**src/logic/lad_params.svh**
```systemverilog
// constants for the link aggregation distributor
`ifndef LAD_PARAMS_SVH
`define LAD_PARAMS_SVH

// ==========================================
// sizes
`define LAD_NPORT 8
`define LAD_NGRP 4
`define LAD_MAX_LBL 3

// ==========================================
// register byte offsets
`define LAD_GRP_CFG_BASE 8'h00
`define LAD_GRP_MBR_BASE 8'h10
`define LAD_MBR_CMD 8'h20
`define LAD_PORT_CFG_BASE 8'h40
`define LAD_STATUS 8'h60
`define LAD_PORT_STATE 8'h64

// ==========================================
// group config fields
`define LAD_G_ADMIN 0
`define LAD_G_DEGR 1
`define LAD_G_LACP 2
`define LAD_G_MHOME 3
`define LAD_G_MACT 4
`define LAD_G_COS_LSB 5
`define LAD_GRP_CFG_RST 8'h00

// port config fields
`define LAD_P_BN 0
`define LAD_P_SAFE 1
`define LAD_P_COS_LSB 2
`define LAD_PORT_CFG_RST 5'h00

// member command fields
`define LAD_C_PORT_LSB 0
`define LAD_C_GRP_LSB 4
`define LAD_C_ADD 7

// status fields
`define LAD_S_EVT_LSB 4
`define LAD_S_REFUSED 8

// ==========================================
// hash masks
`define LAD_LBL_MASK 32'hffe1ff1f
`define LAD_V6DA_MASK 128'hffffffffff00ffffffffffffffffffff

// bus answers
`define LAD_RESP_OKAY 2'h0
`define LAD_RESP_SLVERR 2'h2

`endif

```
**src/logic/lad_pkg.sv**
```systemverilog
// types for the link aggregation distributor
package lad_pkg;

  typedef enum logic [0:0] {
    LAD_WR_IDLE = 1'b0,
    LAD_WR_RESP = 1'b1
  } lad_wr_state_t;

  typedef logic [7:0] lad_pmask_t;

endpackage

```
**src/logic/lad_distributor.sv**
```systemverilog
// link aggregation distributor with axi4-lite control
//
// Local design decisions: the AXI4-Lite slave port and the register addresses.
`timescale 1ns/10ps
`include "lad_params.svh"
`default_nettype none

module lad_distributor
  import lad_pkg::*;
(
  // clock and reset
  input wire logic aclk,
  input wire logic aresetn,
  // axi4-lite slave
  input wire logic [7:0] s_axi_awaddr,
  input wire logic s_axi_awvalid,
  output logic s_axi_awready,
  input wire logic [31:0] s_axi_wdata,
  input wire logic [3:0] s_axi_wstrb,
  input wire logic s_axi_wvalid,
  output logic s_axi_wready,
  output logic [1:0] s_axi_bresp,
  output logic s_axi_bvalid,
  input wire logic s_axi_bready,
  input wire logic [7:0] s_axi_araddr,
  input wire logic s_axi_arvalid,
  output logic s_axi_arready,
  output logic [31:0] s_axi_rdata,
  output logic [1:0] s_axi_rresp,
  output logic s_axi_rvalid,
  input wire logic s_axi_rready,
  // physical port state
  input wire logic [7:0] port_oper_up,
  input wire logic [7:0] port_is_logical,
  input wire logic [7:0] port_has_services,
  // frame header descriptor
  input wire logic fd_valid,
  output logic fd_ready,
  input wire logic [1:0] fd_group,
  input wire logic [47:0] fd_mac_da,
  input wire logic [47:0] fd_mac_sa,
  input wire logic [3:0] fd_mpls_cnt,
  input wire logic [95:0] fd_labels,
  input wire logic fd_is_ipv4,
  input wire logic [31:0] fd_ipv4_da,
  input wire logic [31:0] fd_ipv4_sa,
  input wire logic fd_is_ipv6,
  input wire logic [127:0] fd_ipv6_da,
  input wire logic [127:0] fd_ipv6_sa,
  input wire logic [19:0] fd_flow_label,
  input wire logic fd_is_l4,
  input wire logic [15:0] fd_l4_dport,
  input wire logic [15:0] fd_l4_sport,
  // distribution result
  output logic dist_valid,
  input wire logic dist_ready,
  output logic [2:0] dist_port,
  output logic dist_drop,
  // bandwidth notification
  input wire logic bnm_req,
  input wire logic [2:0] bnm_port,
  input wire logic [31:0] radio_bw,
  output logic [7:0] bnm_tx_mask,
  output logic [31:0] bnm_bw,
  // signal fail
  input wire logic csf_req,
  input wire logic [2:0] csf_port,
  output logic [7:0] csf_tx_mask,
  // group state and class
  output logic [3:0] grp_closed,
  output logic [3:0] grp_state_evt,
  output logic [23:0] port_eff_cos
);

  // ==========================================
  // helper functions
  function automatic logic [3:0] popcnt(input lad_pmask_t m);
    logic [3:0] c;
    c = 4'h0;
    for (int i = 0; i < `LAD_NPORT; i++) begin
      c = c + {3'h0, m[i]};
    end
    return c;
  endfunction

  function automatic logic [2:0] nth_set(input lad_pmask_t m, input logic [3:0] n);
    logic [3:0] k;
    logic [2:0] r;
    k = 4'h0;
    r = 3'h0;
    for (int i = 0; i < `LAD_NPORT; i++) begin
      if (m[i]) begin
        if (k == n) begin
          r = 3'(i);
        end
        k = k + 4'h1;
      end
    end
    return r;
  endfunction

  // group that holds a port, bit 2 flags a hit
  function automatic logic [2:0] grp_of(input lad_pmask_t mb [4], input logic [2:0] p);
    logic [2:0] r;
    r = 3'h0;
    for (int g = 0; g < `LAD_NGRP; g++) begin
      if (mb[g][p]) begin
        r = {1'b1, 2'(g)};
      end
    end
    return r;
  endfunction

  // ==========================================
  // state
  // four group slots only
  logic [7:0] grp_cfg_reg [4];
  lad_pmask_t member_reg [4];
  logic [4:0] port_cfg_reg [8];
  logic [3:0] closed_reg;
  logic [3:0] evt_reg;
  logic refused_reg;
  lad_wr_state_t wr_state_reg;
  logic aw_got_reg;
  logic w_got_reg;
  logic [7:0] aw_addr_reg;
  logic [7:0] w_byte_reg;
  logic w_strb_reg;
  logic [1:0] bresp_reg;
  logic rvalid_reg;
  logic [31:0] rdata_reg;
  logic [1:0] rresp_reg;

  // ==========================================
  // axi write channel
  logic wr_fire;
  logic wr_en;
  assign s_axi_awready = !aw_got_reg && wr_state_reg == LAD_WR_IDLE;
  assign s_axi_wready = !w_got_reg && wr_state_reg == LAD_WR_IDLE;
  assign s_axi_bvalid = wr_state_reg == LAD_WR_RESP;
  assign s_axi_bresp = bresp_reg;
  assign wr_fire = aw_got_reg && w_got_reg && wr_state_reg == LAD_WR_IDLE;
  assign wr_en = wr_fire && w_strb_reg;

  always_ff @(posedge aclk) begin
    if (!aresetn) begin
      aw_got_reg <= 1'b0;
      w_got_reg <= 1'b0;
      aw_addr_reg <= 8'h00;
      w_byte_reg <= 8'h00;
      w_strb_reg <= 1'b0;
      wr_state_reg <= LAD_WR_IDLE;
    end else begin
      if (s_axi_awvalid && s_axi_awready) begin
        aw_got_reg <= 1'b1;
        aw_addr_reg <= s_axi_awaddr;
      end
      if (s_axi_wvalid && s_axi_wready) begin
        w_got_reg <= 1'b1;
        w_byte_reg <= s_axi_wdata[7:0];
        w_strb_reg <= s_axi_wstrb[0];
      end
      case (wr_state_reg)
        LAD_WR_IDLE: begin
          if (wr_fire) begin
            aw_got_reg <= 1'b0;
            w_got_reg <= 1'b0;
            wr_state_reg <= LAD_WR_RESP;
          end
        end
        LAD_WR_RESP: begin
          if (s_axi_bready) begin
            wr_state_reg <= LAD_WR_IDLE;
          end
        end
        default: wr_state_reg <= LAD_WR_IDLE;
      endcase
    end
  end

  // write address check
  logic wr_mapped;
  always_comb begin
    if (aw_addr_reg[1:0] != 2'h0) begin
      wr_mapped = 1'b0;
    end else if (aw_addr_reg < `LAD_GRP_MBR_BASE) begin
      wr_mapped = 1'b1;
    end else if (aw_addr_reg == `LAD_MBR_CMD || aw_addr_reg == `LAD_STATUS) begin
      wr_mapped = 1'b1;
    end else if (aw_addr_reg >= `LAD_PORT_CFG_BASE && aw_addr_reg < `LAD_STATUS) begin
      wr_mapped = 1'b1;
    end else begin
      wr_mapped = 1'b0;
    end
  end

  always_ff @(posedge aclk) begin
    if (!aresetn) begin
      bresp_reg <= `LAD_RESP_OKAY;
    end else if (wr_fire) begin
      bresp_reg <= wr_mapped ? `LAD_RESP_OKAY : `LAD_RESP_SLVERR;
    end
  end

  // ==========================================
  // membership command
  logic cmd_wr;
  logic [2:0] cmd_port;
  logic [1:0] cmd_grp;
  logic cmd_add;
  logic cmd_ok;
  logic [2:0] cmd_owner;
  assign cmd_wr = wr_en && aw_addr_reg == `LAD_MBR_CMD;
  assign cmd_port = w_byte_reg[`LAD_C_PORT_LSB +: 3];
  assign cmd_grp = w_byte_reg[`LAD_C_GRP_LSB +: 2];
  assign cmd_add = w_byte_reg[`LAD_C_ADD];
  assign cmd_owner = grp_of(member_reg, cmd_port);
  assign cmd_ok = cmd_add ? (!port_is_logical[cmd_port] && !port_has_services[cmd_port]
                             && !cmd_owner[2])
                          : member_reg[cmd_grp][cmd_port];

  always_ff @(posedge aclk) begin
    if (!aresetn) begin
      for (int g = 0; g < `LAD_NGRP; g++) begin
        member_reg[g] <= 8'h00;
      end
    end else if (cmd_wr && cmd_ok) begin
      member_reg[cmd_grp][cmd_port] <= cmd_add;
    end
  end

  // ==========================================
  // group configuration
  always_ff @(posedge aclk) begin
    if (!aresetn) begin
      for (int g = 0; g < `LAD_NGRP; g++) begin
        grp_cfg_reg[g] <= `LAD_GRP_CFG_RST;
      end
    end else if (wr_en && aw_addr_reg < `LAD_GRP_MBR_BASE) begin
      grp_cfg_reg[aw_addr_reg[3:2]] <= w_byte_reg;
      grp_cfg_reg[aw_addr_reg[3:2]][`LAD_G_MACT] <=
        w_byte_reg[`LAD_G_MACT] && w_byte_reg[`LAD_G_MHOME];
    end
  end

  // ==========================================
  // port configuration
  always_ff @(posedge aclk) begin
    if (!aresetn) begin
      for (int p = 0; p < `LAD_NPORT; p++) begin
        port_cfg_reg[p] <= `LAD_PORT_CFG_RST;
      end
    end else if (cmd_wr && cmd_ok && !cmd_add) begin
      port_cfg_reg[cmd_port] <= `LAD_PORT_CFG_RST;
    end else if (wr_en && aw_addr_reg >= `LAD_PORT_CFG_BASE && aw_addr_reg < `LAD_STATUS) begin
      port_cfg_reg[aw_addr_reg[4:2]] <= w_byte_reg[4:0];
    end
  end

  // ==========================================
  // degradation shutdown per group
  logic [3:0] closed_next;
  logic sts_wr;
  assign sts_wr = wr_en && aw_addr_reg == `LAD_STATUS;

  generate
    for (genvar g = 0; g < `LAD_NGRP; g++) begin : g_grp
      logic any_down;
      assign any_down = |(member_reg[g] & ~port_oper_up);
      always_comb begin
        if (!grp_cfg_reg[g][`LAD_G_DEGR]) begin
          closed_next[g] = 1'b0;
        end else if (any_down) begin
          closed_next[g] = 1'b1;
        end else begin
          closed_next[g] = 1'b0;
        end
      end
      // close and reopen events, set beats clear
      always_ff @(posedge aclk) begin
        if (!aresetn) begin
          evt_reg[g] <= 1'b0;
        end else if (closed_next[g] != closed_reg[g]) begin
          evt_reg[g] <= 1'b1;
        end else if (sts_wr && w_byte_reg[`LAD_S_EVT_LSB + g]) begin
          evt_reg[g] <= 1'b0;
        end
      end
    end
  endgenerate

  always_ff @(posedge aclk) begin
    if (!aresetn) begin
      closed_reg <= 4'h0;
      grp_state_evt <= 4'h0;
    end else begin
      closed_reg <= closed_next;
      grp_state_evt <= closed_next ^ closed_reg;
    end
  end
  assign grp_closed = closed_reg;

  // refused command flag; set by a refused command, a status write never clears it, only reset does
  always_ff @(posedge aclk) begin
    if (!aresetn) begin
      refused_reg <= 1'b0;
    end else if (cmd_wr && !cmd_ok) begin
      refused_reg <= 1'b1;
    end else if (sts_wr && s_axi_wstrb[1] == 1'b0) begin
      refused_reg <= refused_reg;
    end
  end

  // ==========================================
  // effective class per port
  // group class overrides member class
  generate
    for (genvar p = 0; p < `LAD_NPORT; p++) begin : g_cos
      logic [2:0] own;
      assign own = grp_of(member_reg, 3'(p));
      always_ff @(posedge aclk) begin
        if (!aresetn) begin
          port_eff_cos[3*p +: 3] <= 3'h0;
        end else if (own[2]) begin
          port_eff_cos[3*p +: 3] <= grp_cfg_reg[own[1:0]][`LAD_G_COS_LSB +: 3];
        end else begin
          port_eff_cos[3*p +: 3] <= port_cfg_reg[p][`LAD_P_COS_LSB +: 3];
        end
      end
    end
  endgenerate

  // ==========================================
  // distribution hash
  logic [31:0] hash_acc;
  logic [15:0] hash16;
  always_comb begin
    hash_acc = 32'h0;
    if (fd_mpls_cnt == 4'h0) begin
      hash_acc = hash_acc ^ fd_mac_da[31:0] ^ fd_mac_sa[31:0]
                 ^ {fd_mac_da[47:32], fd_mac_sa[47:32]};
    end
    for (int i = 0; i < `LAD_MAX_LBL; i++) begin
      if (fd_mpls_cnt > 4'(i)) begin
        hash_acc = hash_acc ^ (fd_labels[32*i +: 32] & `LAD_LBL_MASK);
      end
    end
    if (fd_mpls_cnt <= 4'(`LAD_MAX_LBL)) begin
      if (fd_is_ipv4) begin
        hash_acc = hash_acc ^ fd_ipv4_da ^ fd_ipv4_sa;
      end
      if (fd_is_ipv6) begin
        for (int j = 0; j < 4; j++) begin
          hash_acc = hash_acc ^ (fd_ipv6_da[32*j +: 32] & 32'(`LAD_V6DA_MASK >> (32*j)))
                     ^ fd_ipv6_sa[32*j +: 32];
        end
      end
      if (fd_is_l4) begin
        hash_acc = hash_acc ^ {fd_l4_dport, fd_l4_sport};
      end
    end
    if (fd_is_ipv6) begin
      hash_acc = hash_acc ^ {12'h000, fd_flow_label};
    end
    hash16 = hash_acc[31:16] ^ hash_acc[15:0];
  end

  // ==========================================
  // member selection
  lad_pmask_t elig;
  logic [3:0] elig_cnt;
  logic [3:0] pick;
  logic blocked;
  assign elig = member_reg[fd_group] & port_oper_up;
  assign elig_cnt = popcnt(elig);
  assign pick = (elig_cnt == 4'h0) ? 4'h0 : 4'(hash16 % {12'h000, elig_cnt});
  assign blocked = !grp_cfg_reg[fd_group][`LAD_G_ADMIN] || closed_reg[fd_group]
                   || elig_cnt == 4'h0;
  assign fd_ready = !dist_valid || dist_ready;

  always_ff @(posedge aclk) begin
    if (!aresetn) begin
      dist_valid <= 1'b0;
      dist_port <= 3'h0;
      dist_drop <= 1'b0;
    end else if (fd_ready) begin
      dist_valid <= fd_valid;
      if (fd_valid) begin
        dist_port <= nth_set(elig, pick);
        dist_drop <= blocked;
      end
    end
  end

  // ==========================================
  // bnm and csf replication
  logic [2:0] bnm_own;
  logic [2:0] csf_own;
  lad_pmask_t bnm_grp_mbr;
  lad_pmask_t csf_grp_mbr;
  lad_pmask_t bn_en;
  lad_pmask_t safe_en;
  logic bnm_mh;
  logic csf_mh;
  logic [3:0] act_cnt;
  always_comb begin
    for (int p = 0; p < `LAD_NPORT; p++) begin
      bn_en[p] = port_cfg_reg[p][`LAD_P_BN];
      safe_en[p] = port_cfg_reg[p][`LAD_P_SAFE];
    end
  end
  assign bnm_own = grp_of(member_reg, bnm_port);
  assign csf_own = grp_of(member_reg, csf_port);
  assign bnm_grp_mbr = member_reg[bnm_own[1:0]];
  assign csf_grp_mbr = member_reg[csf_own[1:0]];
  assign bnm_mh = bnm_own[2] && grp_cfg_reg[bnm_own[1:0]][`LAD_G_MHOME];
  assign csf_mh = csf_own[2] && grp_cfg_reg[csf_own[1:0]][`LAD_G_MHOME];
  assign act_cnt = popcnt(bnm_grp_mbr & port_oper_up);

  always_ff @(posedge aclk) begin
    if (!aresetn) begin
      bnm_tx_mask <= 8'h00;
      bnm_bw <= 32'h0;
    end else if (!bnm_req) begin
      bnm_tx_mask <= 8'h00;
    end else if (bnm_mh && |(bnm_grp_mbr & bn_en)) begin
      bnm_tx_mask <= bnm_grp_mbr;
      if (grp_cfg_reg[bnm_own[1:0]][`LAD_G_MACT] && act_cnt != 4'h0) begin
        bnm_bw <= radio_bw / {28'h0, act_cnt};
      end else begin
        bnm_bw <= radio_bw;
      end
    end else begin
      bnm_tx_mask <= bn_en[bnm_port] ? (8'h01 << bnm_port) : 8'h00;
      bnm_bw <= radio_bw;
    end
  end

  always_ff @(posedge aclk) begin
    if (!aresetn) begin
      csf_tx_mask <= 8'h00;
    end else if (!csf_req) begin
      csf_tx_mask <= 8'h00;
    end else if (csf_mh && |(csf_grp_mbr & safe_en)) begin
      csf_tx_mask <= csf_grp_mbr;
    end else begin
      csf_tx_mask <= safe_en[csf_port] ? (8'h01 << csf_port) : 8'h00;
    end
  end

  // ==========================================
  // axi read channel
  logic [31:0] rd_word;
  logic rd_ok;
  always_comb begin
    rd_word = 32'h0;
    rd_ok = 1'b1;
    if (s_axi_araddr[1:0] != 2'h0) begin
      rd_ok = 1'b0;
    end else if (s_axi_araddr < `LAD_GRP_MBR_BASE) begin
      rd_word = {24'h0, grp_cfg_reg[s_axi_araddr[3:2]]};
    end else if (s_axi_araddr < `LAD_MBR_CMD) begin
      rd_word = {24'h0, member_reg[s_axi_araddr[3:2]]};
    end else if (s_axi_araddr == `LAD_MBR_CMD) begin
      rd_word = 32'h0;
    end else if (s_axi_araddr >= `LAD_PORT_CFG_BASE && s_axi_araddr < `LAD_STATUS) begin
      rd_word = {27'h0, port_cfg_reg[s_axi_araddr[4:2]]};
    end else if (s_axi_araddr == `LAD_STATUS) begin
      rd_word = {23'h0, refused_reg, evt_reg, closed_reg};
    end else if (s_axi_araddr == `LAD_PORT_STATE) begin
      rd_word = {24'h0, port_oper_up};
    end else begin
      rd_ok = 1'b0;
    end
  end

  assign s_axi_arready = !rvalid_reg;
  assign s_axi_rvalid = rvalid_reg;
  assign s_axi_rdata = rdata_reg;
  assign s_axi_rresp = rresp_reg;

  always_ff @(posedge aclk) begin
    if (!aresetn) begin
      rvalid_reg <= 1'b0;
      rdata_reg <= 32'h0;
      rresp_reg <= `LAD_RESP_OKAY;
    end else if (s_axi_arvalid && !rvalid_reg) begin
      rvalid_reg <= 1'b1;
      rdata_reg <= rd_word;
      rresp_reg <= rd_ok ? `LAD_RESP_OKAY : `LAD_RESP_SLVERR;
    end else if (s_axi_rready) begin
      rvalid_reg <= 1'b0;
    end
  end

endmodule

`default_nettype wire

```
**config.mk**
```make
export PLATFORM = sky130hd
export DESIGN_NAME = lad_distributor
export DESIGN_NICKNAME = d
export VERILOG_FILES = /design/src/logic/lad_pkg.sv /design/src/logic/lad_distributor.sv
export VERILOG_INCLUDE_DIRS = /design/src /design/src/logic
export SDC_FILE = /design/constraint.sdc
export NUM_CORES = 1
export LEC_CHECK = 0
export BUFFER_PORTS_ARGS = -buffer_cell sky130_fd_sc_hd__buf_2
export CAP_MARGIN = 10
export CORE_MARGIN = 2
export CORE_UTILIZATION = 35
export DETAILED_ROUTE_END_ITERATION = 10
export PLACE_DENSITY_LB_ADDON = 0.2
export REMOVE_ABC_BUFFERS = 1
export SLEW_MARGIN = 20
export SYNTH_ARGS = -nofsm -noshare
export SYNTH_HDL_FRONTEND = slang
export SYNTH_SLANG_ARGS = --single-unit
```
**constraint.sdc**
```tcl
create_clock -name aclk -period 115.7 [get_ports aclk]
set_input_delay 17.355 -clock aclk [delete_from_list [all_inputs] [get_ports aclk]]
set_output_delay 17.355 -clock aclk [all_outputs]
set_load 0.02 [all_outputs]
```
==> results of run 1 <==
## path summary, 6_finish.rpt
kind | slack (ns) | end | startpoint | cells past startpoint
min reg2reg | 0.46 | s_axi_rdata[4] | s_axi_rdata[4] | 2
max | 10.35 | bnm_bw[0] | bnm_port[0] | 321
max reg2reg | 27.03 | bnm_bw[0] | member_reg[22] | 320
min | 0.46 | s_axi_rdata[4] | s_axi_rdata[4] | 2
## synth_stat cells, types with 144 or more instances
cell / instances / area share (%)
xnor2_1: 508 / 11
mux2i_1: 148 / 3.8
xor2_1: 183 / 4.1
nor3_1: 185 / 2.4
nand3_1: 147 / 1.9
nor2_1: 609 / 5.8
nand2_1: 555 / 5.3
a21oi_1: 325 / 4.2
clkbuf_1: 182 / 1.7
inv_1: 144 / 1.4
o21ai_0: 273 / 3.5
dfxtp_1: 154 / 7.9
ha_1: 194 / 6.2
## routing by layer
layer / vias to the layer above / track usage (%)
li1: 20693 / -
met1: 20440 / 44.5
met2: 1741 / 47.9
met3: 218 / 5.44
met4: 8 / 6.64
met5: - / 0
## worst max-delay path: cells and delay by family
family                     cells  cell delay, ns
and+or+nand+nor              113           36.61
AOI/OAI and AO/OA            146           34.72
adders and majority gates     36           11.86
buffers and inverters         19            2.61
muxes                          7            2.41
## stage by stage
stage | cells | hold slack [ns] | instance area (µm²) | utilization [%] | worst slack (ns)
final | 7438 | 0.456 | 45200 | 40.8 | 10.35
after global routing | 7428 | 0.474 | 45200 | 40.8 | 3.15
after CTS | 7425 | 0.458 | 45100 | 40.8 | 11.32
after detailed placement | 7377 | 0.449 | 44300 | 40.0 | 10.91
after global placement | 7377 | 0.442 | 44300 | 40.0 | 11.66
after floorplan | 5069 | 0.429 | 38100 | - | 26.96
## kinds of logic (layout without fill, tap and decap cells)
kind of cell / Yosys count / count (layout) / share of synthesized area, %
AOI/OAI and AO/OA: 1411 / 1411 / 24.9
xor gates and xnor gates: 693 / 693 / 15.6
adders and majority gates: 208 / 208 / 6.80
buffers and inverters: 404 / 1014 / 4.30
DFF: 226 / 226 / 13.4
muxes: 246 / 246 / 8.33
other: 1 / 38 / 0.00959
and+or+nand+nor: 2114 / 2114 / 26.7
## layout make-up
cell class              count  share of cell area (%)
flip-flops and latches    226                    11.6
clock buffers              36                    1.76
diodes                     13                  0.0720
clock inverters            12                   0.219
multi-input cells        4697                    71.5
repair buffers            820                    9.51
inverters                 146                    1.22
well taps                1488                    4.12
==> flow_summary.ini, run 1 <==
[outcome]
status = complete, no violations

[worst_setup_path]
worst-endpoint-arrival_ns = 105.81
cpPeakStageDelay_ns = 0.97
end_kind = flop
crit_type = in2reg
cp_max_fo = 32
critPathMostFrequentCell = o21a_1
critPathSlowestCell = nor3_1
start_kind = primary input
worst_ep_required_time_ns = 116.15

[die]
floorplan.initialDensity_pct = 35.3
core_area_um2 = 111000
fp-row-count = 122
ios = 825
chipWidth_um = 338
die_h_um = 338
design.die.area_um2 = 114000

[timing]
maxClockFrequency_mhz = 9.49
slew-limit-headroom_pct = 14.6
min_period_ns = 105.35
final_hold_viol_count = 0
setup_viol = 0
setup-tns-final_ns = 0
fin_skew_ns = 0.0235
period_share_pct = 91.1
slew_violations = 0
worstMarginPinSlew_ns = 1.27
rsz0062_at_grt = no

[clock_network]
cts_hold_buffers = 0
postCtsSetupBuffers = 0
clkTransAtPathRegs_ns = 0.06
cts_resized = 0
numCtsBuffers = 26
cts-htree-levels = 1
clkSinkCount = 226
insertion_delay_ns = 0.60
clockBufferDepth = 3
cts_tree = done
cts_root_buf = clkbuf_16

[route]
route.met2.wl_um = 79600
routed_wl_um = 186000
antenna_left = 0
drt_first_iter_violations = 4186
wl_met3_um = 14600
drc = 0
vias = 43100
met1_length_um = 86800
wl_per_cell_um = 25.0
first_pass_iters = 6
top_layer = met5
post_drt_via_cell_ratio = 5.79

[global_route]
antenna_found_initial = 38
grt_max_degree = 58
track_usage_pct = 30.9
grt_pass1_vias = 39770
overflow = 0
grt_pass1_wl_um = 269000

[layout]
largest_reg_flops = 40
layout.cells.most_common = buf_2
mostFrequentLayoutCells = buf_2, nor2_1, nand2_1
nFillCells = 11728
nets = 6818
seqCellArea_um2 = 5250
multi_input_area_um2 = 32300
drive_gt1_share_pct = 18.9
area_growth_pct = 15.6

[logic_synthesis]
async_flop_share_pct = 0
synth_enable_flop_cells = 72
yosys.cell_types.count = 137
ys_ff_latch = 226
yosysWarnings = 0
netlist_instances = 5303
ys_seq_area_share_pct = 13.4
synthesis.area_um2 = 39100
synthFlopType = dfxtp_1
synth_area_per_cell_um2 = 7.37

[place]
io_buffer_count = 743
routabilityCongestion = 0.998
place_hpwl_um = 157000

[job]
cap_violations = 0

[hold_path]
hold_path_class = reg2reg
Power of run 1 is left out: the tool's default activity adds up to more than one toggle a clock period on the data nets, which glitch-free logic cannot reach.
==> run 2, diff against run 1 <==
- CORE_ASPECT_RATIO: default -> 1.4
==> run 2 against run 1 <==
Non-clock buffer count down 6. Setup slack better by 0.11 ns. Utilization down 0.20 points. Final cell count down 0.28%.
==> flow_summary.ini, run 2 (synthesis results as in run 1) <==
[global_route]
antenna_found_initial = 36
grt_pass1_vias = 40544
overflow = 0
grt_max_degree = 67
grt_pass1_wl_um = 254000
track_usage_pct = 29.2

[timing]
rsz0062_at_grt = no
worstMarginPinSlew_ns = 1.19
period_share_pct = 91.0
slew_violations = 0
final_hold_viol_count = 0
min_period_ns = 105.24
setup_viol = 0
fin_skew_ns = 0.0197
maxClockFrequency_mhz = 9.50
setup_ws_ns = 10.46
setup-tns-final_ns = 0
slew-limit-headroom_pct = 19.7

[die]
die_h_um = 399
chipWidth_um = 286
fp-row-count = 145
ios = 825
core_area_um2 = 111000
floorplan.initialDensity_pct = 35.2
design.die.area_um2 = 114000

[route]
drc = 0
antenna_left = 0
routed_wl_um = 177000
first_pass_iters = 6
wl_per_cell_um = 23.8
wl_met3_um = 14400
route.met2.wl_um = 81200
vias = 42768
top_layer = met5
drt_first_iter_violations = 3404
post_drt_via_cell_ratio = 5.77
met1_length_um = 73100

[layout]
mostFrequentLayoutCells = buf_2, nor2_1, nand2_1
drive_gt1_share_pct = 18.8
nets = 6815
area_growth_pct = 15.6
layout.cells.most_common = buf_2
largest_reg_flops = 40
instances_no_fill = 7417

[outcome]
status = complete, no violations

[hold_path]
hold_path_class = reg2reg

[worst_setup_path]
reg2reg_slack_ns = 27.06
start_kind = primary input
crit_buf_inv = 19
worst-endpoint-arrival_ns = 105.71
cpPeakStageDelay_ns = 0.90
critPathMostFrequentCell = a21oi_1
critPathSlowestCell = or4b_1
crit_type = in2reg
end_kind = flop
cp_top_family = simple AND/OR/NAND/NOR gates
cp_max_fo = 19
worst_ep_required_time_ns = 116.17

[clock_network]
cts_tree = done
clockBufferDepth = 3
cts-htree-levels = 1
cts_root_buf = clkbuf_16
cts_hold_buffers = 0
cts_resized = 0
clkTransAtPathRegs_ns = 0.07
numCtsBuffers = 29
postCtsSetupBuffers = 0
insertion_delay_ns = 0.62
clkSinkCount = 226

[job]
cap_violations = 0

[place]
place_hpwl_um = 148000
routabilityCongestion = 0.983
dpl.cell_count = 7353
io_buffer_count = 743
post-place-ws_ns = 10.62
## run 2: cell types whose count changed in the layout (fill, tap and decap cells not counted), sizes merged
cell | before | now
clkinvlp | 1 | 2
clkinv | 9 | 7
clkbuf | 36 | 40
bufinv | 0 | 2
buf | 820 | 814
diode | 13 | 11
## run 2: final timing paths
check                 start              to  depth (start not counted)
max             bnm_port[0]       bnm_bw[0]                        323
min          s_axi_rdata[3]  s_axi_rdata[3]                          2
max reg2reg   member_reg[8]       bnm_bw[0]                        321
min reg2reg  s_axi_rdata[3]  s_axi_rdata[3]                          2
## run 2: area by class of cell
cell class                 count  area, µm²
clock inverter                13        146
multi-input combinational   4697      32300
tap                         1470       1840
inverter                     146        551
fill                       11701      66000
sequential                   226       5250
timing repair buffer         814       4250
antenna                       11       27.5
clock buffer                  40        817
## run 2: per-layer routing
metal	track usage [%]	vias up
li1	-	20655
met1	35.9	20083
met2	48.7	1635
met3	7.59	367
met4	10.7	28
met5	1.57	-
## run 2: worst register-to-register path, delay by kind of cell (launching register included)
kind                     cells  cell delay (ns)
AND/OR/NAND/NOR            114            36.10
AO/OA/AOI/OAI              146            34.73
adder cells (fa/ha/maj)     36            12.03
buffers and inverters       18             2.70
multiplexers                 7             2.37
flip-flops                   1             0.54
## run 2: per-stage QoR
step / hold WS (ns) / cell area, µm² / util [%]
after floorplan: 0.429 / 38100 / -
after global placement: 0.436 / 44200 / 39.7
after detailed placement: 0.442 / 44200 / 39.7
after CTS: 0.448 / 45200 / 40.6
after global routing: 0.462 / 45200 / 40.6
final: 0.446 / 45200 / 40.6
Power of run 2 is left out for the same reason.
